$ cat config.mk
export PLATFORM = sky130hd
export DESIGN_NAME = ivr_top
export DESIGN_NICKNAME = d
export VERILOG_FILES = /design/src/core/ivr_pkg.sv /design/src/core/ivr_vector_calc.sv /design/src/core/ivr_top.sv
export SDC_FILE = /design/constraint.sdc
export NUM_CORES = 1
export LEC_CHECK = 0
export BUFFER_PORTS_ARGS = -buffer_cell sky130_fd_sc_hd__buf_2
export CAP_MARGIN = 25
export CORE_ASPECT_RATIO = 1.75
export CORE_MARGIN = 2
export CORE_UTILIZATION = 36
export CTS_CLUSTER_SIZE = 10
export DETAILED_ROUTE_END_ITERATION = 12
export GPL_ROUTABILITY_DRIVEN = 0
export HOLD_SLACK_MARGIN = 0.15
export PLACE_DENSITY = 0.79
export SLEW_MARGIN = 25
export SYNTH_ARGS = -nofsm -noshare
export SYNTH_HDL_FRONTEND = slang
export SYNTH_SLANG_ARGS = --single-unit
$ cat constraint.sdc
create_clock -name pclk -period 2.12 [get_ports pclk]
set_clock_uncertainty 0.15 [all_clocks]
set_input_delay 0.424 -clock pclk [delete_from_list [all_inputs] [get_ports pclk]]
set_output_delay 0.424 -clock pclk [all_outputs]
set_load 0.01 [all_outputs]
$ cat src/core/ivr_pkg.sv
// Package for the interrupt vector relocation block: APB offsets, field layout, timing and vector slots.
// Assumes a 40 MHz pclk and a 4K-word program memory with a 12-bit word address.
package ivr_pkg;

  localparam int unsigned PCLK_HZ = 40_000_000;
  localparam int unsigned PC_W = 12;

  // APB register byte offsets
  localparam logic [11:0] CTRL_OFS = 12'h000;
  localparam logic [11:0] STAT_OFS = 12'h004;

  // Control register fields
  localparam int unsigned CTRL_VCE_BIT = 0;
  localparam int unsigned CTRL_VTS_BIT = 1;
  localparam logic CTRL_VCE_RST = 1'h0;
  localparam logic CTRL_VTS_RST = 1'h0;

  // Status register fields
  localparam int unsigned STAT_BLOCK_BIT = 0;
  localparam int unsigned STAT_SUPP_BIT = 1;
  localparam int unsigned STAT_FUSE_BIT = 2;
  localparam int unsigned STAT_ALOCK_BIT = 3;
  localparam int unsigned STAT_BLOCK2_BIT = 4;
  localparam int unsigned STAT_INBOOT_BIT = 5;
  localparam int unsigned STAT_CNT_LSB = 8;

  // Change window length, counted in core clock cycles
  localparam int unsigned VCE_WINDOW_CYC = 4;
  localparam logic [2:0] VCE_CNT_LOAD = 3'(VCE_WINDOW_CYC - 1);

  // Program addresses
  localparam logic [PC_W-1:0] APP_RESET_ADDR = 12'h000;
  localparam logic [PC_W-1:0] BOOT_RESET_ADDR = 12'hC00;

  // Fixed vector slots relative to the table start
  localparam logic [4:0] SLOT_FIRST = 5'h01;
  localparam logic [4:0] SLOT_EXT_IRQ_0 = 5'h0A;
  localparam logic [4:0] SLOT_EXT_IRQ_3 = 5'h1C;
  localparam logic [4:0] SLOT_SELF_PROGRAM_READY = 5'h1F;

  typedef struct packed {
    logic vce;
    logic vts;
    logic [2:0] cnt;
    logic grant;
    logic pslverr;
    logic [31:0] prdata;
  } ivr_state_t;

  typedef struct packed {
    logic [PC_W-1:0] reset_addr;
    logic [PC_W-1:0] vector_addr;
  } ivr_vec_t;

endpackage : ivr_pkg

$ cat src/core/ivr_vector_calc.sv
// Registered reset address and vector address generator.
// Assumes the fuse is static and the request slot is held while a request is pending.
`timescale 1ns/1ps
`default_nettype none
module ivr_vector_calc (
  input wire logic pclk,
  input wire logic presetn,
  input wire logic boot_reset_fuse,
  input wire logic vector_table_select,
  input wire logic [4:0] irq_slot,
  output ivr_pkg::ivr_vec_t vec
);

  function automatic logic [ivr_pkg::PC_W-1:0] table_base(input logic sel);
    table_base = sel ? ivr_pkg::BOOT_RESET_ADDR : ivr_pkg::APP_RESET_ADDR;
  endfunction : table_base

  ivr_pkg::ivr_vec_t vec_d;

  always_comb begin
    vec_d.reset_addr = boot_reset_fuse ? ivr_pkg::APP_RESET_ADDR : ivr_pkg::BOOT_RESET_ADDR;
    vec_d.vector_addr = table_base(vector_table_select) + {7'h00, irq_slot};
  end

  always_ff @(posedge pclk or negedge presetn) begin
    if (!presetn) begin
      vec <= '0;
    end else begin
      vec <= vec_d;
    end
  end

endmodule : ivr_vector_calc
`default_nettype wire

$ cat src/core/ivr_top.sv
// Interrupt vector relocation: APB control/status, timed change window, interrupt gating.
// Assumes an APB master on pclk and a core that presents requests, its fetch address and its I-flag.
//
// Behaviour
// - Vector select one places the table at the boot start address.
// - Fuse programmed starts at boot reset address; unprogrammed starts at 0x000.
// - First vector at 0x001, or boot address plus 0x001 when selected.
// - Each source uses its fixed slot offset from the table start.
// - Change enable clears after four cycles, or on a vector select write.
// - Change enable blocks interrupts for its four cycle window.
// - Window blocking never alters the core global interrupt enable flag.
// - Boot table plus application lock suppresses interrupts in application code.
// - Application table plus boot lock suppresses interrupts in boot code.
`timescale 1ns/1ps
`default_nettype none
module ivr_top (
  input wire logic pclk,
  input wire logic presetn,
  input wire logic psel,
  input wire logic penable,
  input wire logic pwrite,
  input wire logic [11:0] paddr,
  input wire logic [31:0] pwdata,
  output logic [31:0] prdata,
  output logic pready,
  output logic pslverr,
  input wire logic boot_reset_fuse,
  input wire logic app_section_lock_bit,
  input wire logic boot_section_lock_bit,
  input wire logic global_irq_enable,
  input wire logic [ivr_pkg::PC_W-1:0] exec_pc,
  input wire logic irq_req,
  input wire logic [4:0] irq_slot,
  output logic irq_grant,
  output logic [ivr_pkg::PC_W-1:0] irq_vector,
  output logic [ivr_pkg::PC_W-1:0] reset_addr,
  output logic vector_table_select,
  output logic irq_window_block
);

  ivr_pkg::ivr_state_t st_q;
  ivr_pkg::ivr_state_t st_d;
  ivr_pkg::ivr_vec_t vec;

  logic setup_ph;
  logic acc_wr;
  logic ctrl_sel;
  logic stat_sel;
  logic ctrl_wr;
  logic ce_set;
  logic in_boot;
  logic suppress;
  logic irq_ok;
  logic [31:0] stat_word;

  function automatic logic addr_mapped(input logic [11:0] a);
    addr_mapped = (a == ivr_pkg::CTRL_OFS) || (a == ivr_pkg::STAT_OFS);
  endfunction : addr_mapped

  assign setup_ph = psel && !penable;
  assign acc_wr = psel && penable && pwrite;
  assign ctrl_sel = paddr == ivr_pkg::CTRL_OFS;
  assign stat_sel = paddr == ivr_pkg::STAT_OFS;
  assign ctrl_wr = acc_wr && ctrl_sel;
  assign ce_set = ctrl_wr && !st_q.vce && pwdata[ivr_pkg::CTRL_VCE_BIT];

  assign in_boot = exec_pc >= ivr_pkg::BOOT_RESET_ADDR;
  // Lock bits are high when programmed
  assign suppress = (st_q.vts && app_section_lock_bit && !in_boot)
                 || (!st_q.vts && boot_section_lock_bit && in_boot);
  // The core flag is only read here, never written
  assign irq_ok = irq_req && global_irq_enable && !st_q.vce && !suppress;

  always_comb begin
    stat_word = 32'h0000_0000;
    stat_word[ivr_pkg::STAT_BLOCK_BIT] = st_q.vce;
    stat_word[ivr_pkg::STAT_SUPP_BIT] = suppress;
    stat_word[ivr_pkg::STAT_FUSE_BIT] = boot_reset_fuse;
    stat_word[ivr_pkg::STAT_ALOCK_BIT] = app_section_lock_bit;
    stat_word[ivr_pkg::STAT_BLOCK2_BIT] = boot_section_lock_bit;
    stat_word[ivr_pkg::STAT_INBOOT_BIT] = in_boot;
    stat_word[ivr_pkg::STAT_CNT_LSB +: 3] = st_q.cnt;
  end

  always_comb begin
    st_d = st_q;
    // Change window countdown
    if (st_q.vce) begin
      if (st_q.cnt == 3'h0) begin
        st_d.vce = 1'b0;
      end else begin
        st_d.cnt = st_q.cnt - 3'h1;
      end
    end
    if (ctrl_wr) begin
      if (st_q.vce) begin
        st_d.vts = pwdata[ivr_pkg::CTRL_VTS_BIT];
        st_d.vce = 1'b0;
        st_d.cnt = 3'h0;
      end else if (pwdata[ivr_pkg::CTRL_VCE_BIT]) begin
        st_d.vce = 1'b1;
        st_d.cnt = ivr_pkg::VCE_CNT_LOAD;
      end
      // Select bit is kept when the window is closed
    end
    // Read data and error prepared in setup, presented in access
    if (setup_ph) begin
      st_d.pslverr = !addr_mapped(paddr);
      if (!pwrite && ctrl_sel) begin
        st_d.prdata = 32'h0000_0000;
        st_d.prdata[ivr_pkg::CTRL_VCE_BIT] = st_q.vce;
        st_d.prdata[ivr_pkg::CTRL_VTS_BIT] = st_q.vts;
      end else if (!pwrite && stat_sel) begin
        st_d.prdata = stat_word;
      end else begin
        st_d.prdata = 32'h0000_0000;
      end
    end
    st_d.grant = irq_ok;
  end

  always_ff @(posedge pclk or negedge presetn) begin
    if (!presetn) begin
      st_q <= '{vce: ivr_pkg::CTRL_VCE_RST, vts: ivr_pkg::CTRL_VTS_RST, cnt: 3'h0, grant: 1'b0,
                pslverr: 1'b0, prdata: 32'h0000_0000};
    end else begin
      st_q <= st_d;
    end
  end

  ivr_vector_calc u_calc (
    .pclk(pclk),
    .presetn(presetn),
    .boot_reset_fuse(boot_reset_fuse),
    .vector_table_select(st_q.vts),
    .irq_slot(irq_slot),
    .vec(vec)
  );

  assign pready = 1'b1;
  assign prdata = st_q.prdata;
  assign pslverr = st_q.pslverr && psel && penable;
  assign irq_grant = st_q.grant;
  assign irq_vector = vec.vector_addr;
  assign reset_addr = vec.reset_addr;
  assign vector_table_select = st_q.vts;
  assign irq_window_block = st_q.vce;
endmodule : ivr_top
`default_nettype wire

==> out/results.txt <==
width of the die -> 50.2 µm
register area share after synthesis -> 42.8%
DR vias -> 958
Arr. time, crit path -> 1.84 ns
final setup margin -> 0.277 ns
worst-skew pair later-pin latency -> 0.26 ns
Post-Syn Area -> 1350 µm²
H-tree depth -> 1
first-pass GRT wire length -> 3.59 mm
Worst path max stage delay -> 0.54 ns
crit share post-route -> 87.0%
Final Max Slew Viols -> 0
yosys synthesis warning count -> 0
Max VDD drop -> 0.231 mV
critical path endpoint category -> flip-flop
DRC Markers -> 0
status -> finished clean
top area cells in the synthesized netlist -> dfrtp_1 (43%), buf_4 (28%), a22o_1 (3.3%), nor4_4 (3.2%), nand2_1 (2.8%)
Congestion Overflow GR -> 0
Final nets -> 258
Post-DP Area -> 1470 µm²
Vias/cell -> 4.17
largest net degree at the start of global routing -> 24
Synth cell types -> 29
Switching Share -> 24.6%
CP max FO -> 2
Cell Int Power -> 0.628 mW
CP max-delay cell -> or4_4
post-layout min period -> 1.84 ns
unrepaired setup endpoints after global routing -> false
Die Y -> 84.9 µm
fraction of layout cells with a size suffix above 1 -> 38.0%
Syn-to-layout area delta -> 16.9%
# diodes -> 0
cells after synthesis -> 130
number of fill cells -> 372
dpl hpwl -> 1.85 mm
critical path class -> primary input to flip-flop
Data required, critical path -> 2.12 ns
area leader, netlist -> dfrtp_1
dpl ws -> 0.000117 ns
Startpoint Class -> primary input
f_max -> 542 MHz
effective utilization at floorplan -> 37.5%
P_sw -> 0.205 mW
wire length per cell -> 9.59 µm
Starting DRT DRC Count -> 15
Num CTS Buffers -> 3
GRT Total Usage -> 10.8%
sequential power share -> 54.3%
clock buffer depth -> 2
number of max-cap violations -> 0
Reg clk slew, reported paths -> 0.07 ns
Pleak -> 0.892 nW
antenna violations before repair -> 0
Detailed Route WL -> 2.21 mm
I/O pins -> 132
post_cts resized -> 0
Final ANT Viol Nets -> 0
Finished Cell Area -> 1570 µm²
TritonRoute pass-1 iters -> 3
Util after Layout -> 43.8%
Comb power frac -> 14.2%
final hold vios -> 0
Port Buffers -> 52
area share of the largest cell type after synthesis -> 42.8%
core area -> 3590 µm²
die area -> 4260 µm²
Core Rows -> 29
power density over the cells -> 529 nW/µm²
number of global-route vias before repair -> 863
endpoints failing setup -> 0
number of synthesized register bits -> 23
TritonCTS clock tree -> built
CTS sink count -> 23
syn_area_per_cell -> 10.4 µm²
total power draw -> 0.833 mW
CP cell instances -> buf_2, or4_4, nor4_4, and2_4, mux2_4
Clock power frac -> 31.5%
worst hold path class -> primary input to flip-flop
Root Buffer -> clkbuf_8
## cells in the final DEF (no fill, tap or decap)
master,n
mux2_4,1
nor3_1,2
nand2_1,10
nand4b_1,1
mux2_2,1
a22o_1,5
nor4_1,1
a21oi_1,3
dlygate4sd3_1,6
buf_2,52
ha_1,2
buf_4,6
o21ai_0,7
dfrtp_1,23
clkbuf_8,3
and3_1,2
and2_1,1
a211oi_1,1
or3b_2,1
conb_1,39
xnor2_1,1
nand3b_1,1
and2_4,1
or3_2,1
a211o_1,1
clkbuf_1,1
nor2b_1,1
or4_4,2
nor4_4,2
nand2b_1,1
inv_1,4
nor3b_1,1
## cell usage after synthesis
master and number:
buf_4 50, dfrtp_1 23, nand2_1 10, o21ai_0 7
a22o_1 5, inv_1 4, a21oi_1 3, and3_1 2
conb_1 2, ha_1 2, nor3_1 2, nor4_4 2
or4_4 2, a211o_1 1, a211oi_1 1, and2_1 1
and2_4 1, clkbuf_1 1, mux2_2 1, mux2_4 1
nand2b_1 1, nand3b_1 1, nand4b_1 1, nor2b_1 1
nor3b_1 1, nor4_1 1, or3_2 1, or3b_2 1
xnor2_1 1
## power by group through the flow
stage                     Sequential, mW  Clock, mW  Combinational [mW]
after floorplan                    0.465          0               0.108
after detailed placement           0.461          0               0.110
after global routing               0.453      0.299               0.132
after global placement             0.461          0               0.108
after CTS                          0.452      0.274               0.119
final                              0.452      0.262               0.118
## metrics by stage
step	instances	hold slack [ns]	setup TNS (ns)
2_1_floorplan	167	-0.0216	0
3_3_place_gp	220	0.261	-0.00744
3_5_place_dp	220	0.269	0
4_1_cts	230	0.157	0
5_1_grt	230	0.168	0
6_report	230	0.164	0
## per-layer routing
layer	vias to the layer above	part of all wire (%)	wire, µm	track usage [%]
li1	452	-	-	-
met1	437	34	741	10.6
met2	65	56	1230	20.6
met3	4	8.6	190	1.06
met4	0	1.9	42	6.57
met5	-	0	0	0
## worst paths after layout
| path | start | to | slack, ns | cells after the start |
|---|---|---|---|---|
| worst max-delay path | paddr[10] | vector_table_select | 0.28 | 5 |
| worst min-delay path | boot_reset_fuse | u_calc.vec[22] | 0.16 | 2 |
| worst max register to register | st_q[34] | st_q[35] | 0.35 | 6 |
| worst min register to register | prdata[9] | prdata[9] | 0.32 | 2 |
| max in group asynchronous | presetn | u_calc.vec[2] | 0.98 | 2 |
| min in group asynchronous | presetn | prdata[5] | 0.51 | 2 |
## final cells by class
class,instances,area (µm²),share of cell area (%)
tap,46,57.6,3.66
timing repair buffer,64,365,23.2
clock buffer,4,45.0,2.86
inverter,4,15.0,0.954
sequential,23,576,36.6
multi-input combinational,89,515,32.8
## registers in the layout, indices dropped and copies added (netlist names)
name                 flops
prdata                   9
vector_table_select      1
irq_grant                1
u_calc.vec               7
irq_window_block         1
st_q                     4
## critical path, delay by kind of cell
kind | cells | cell delay, ns
buffers and inverters | 1 | 0.09
AND/OR/NAND/NOR | 3 | 1.04
multiplexers | 1 | 0.28
## cell families after synthesis
group | after synthesis | share of synthesized area (%)
multiplexers | 2 | 1.95
AND/OR/NAND/NOR | 28 | 14.8
flip-flops | 23 | 42.8
AO/OA/AOI/OAI | 17 | 8.18
XOR/XNOR | 1 | 0.651
adder cells (fa/ha/maj) | 2 | 1.86
buffers and inverters | 55 | 29.3
other | 2 | 0.558
## what timing repair did
| action | in CTS | in global routing |
|---|---|---|
| buffers inserted | 0 | 0 |
| hold buffers | 6 | 0 |
| endpoints found under the hold margin | 28 | 0 |
Note: power is estimated with default switching activity, not from simulation.
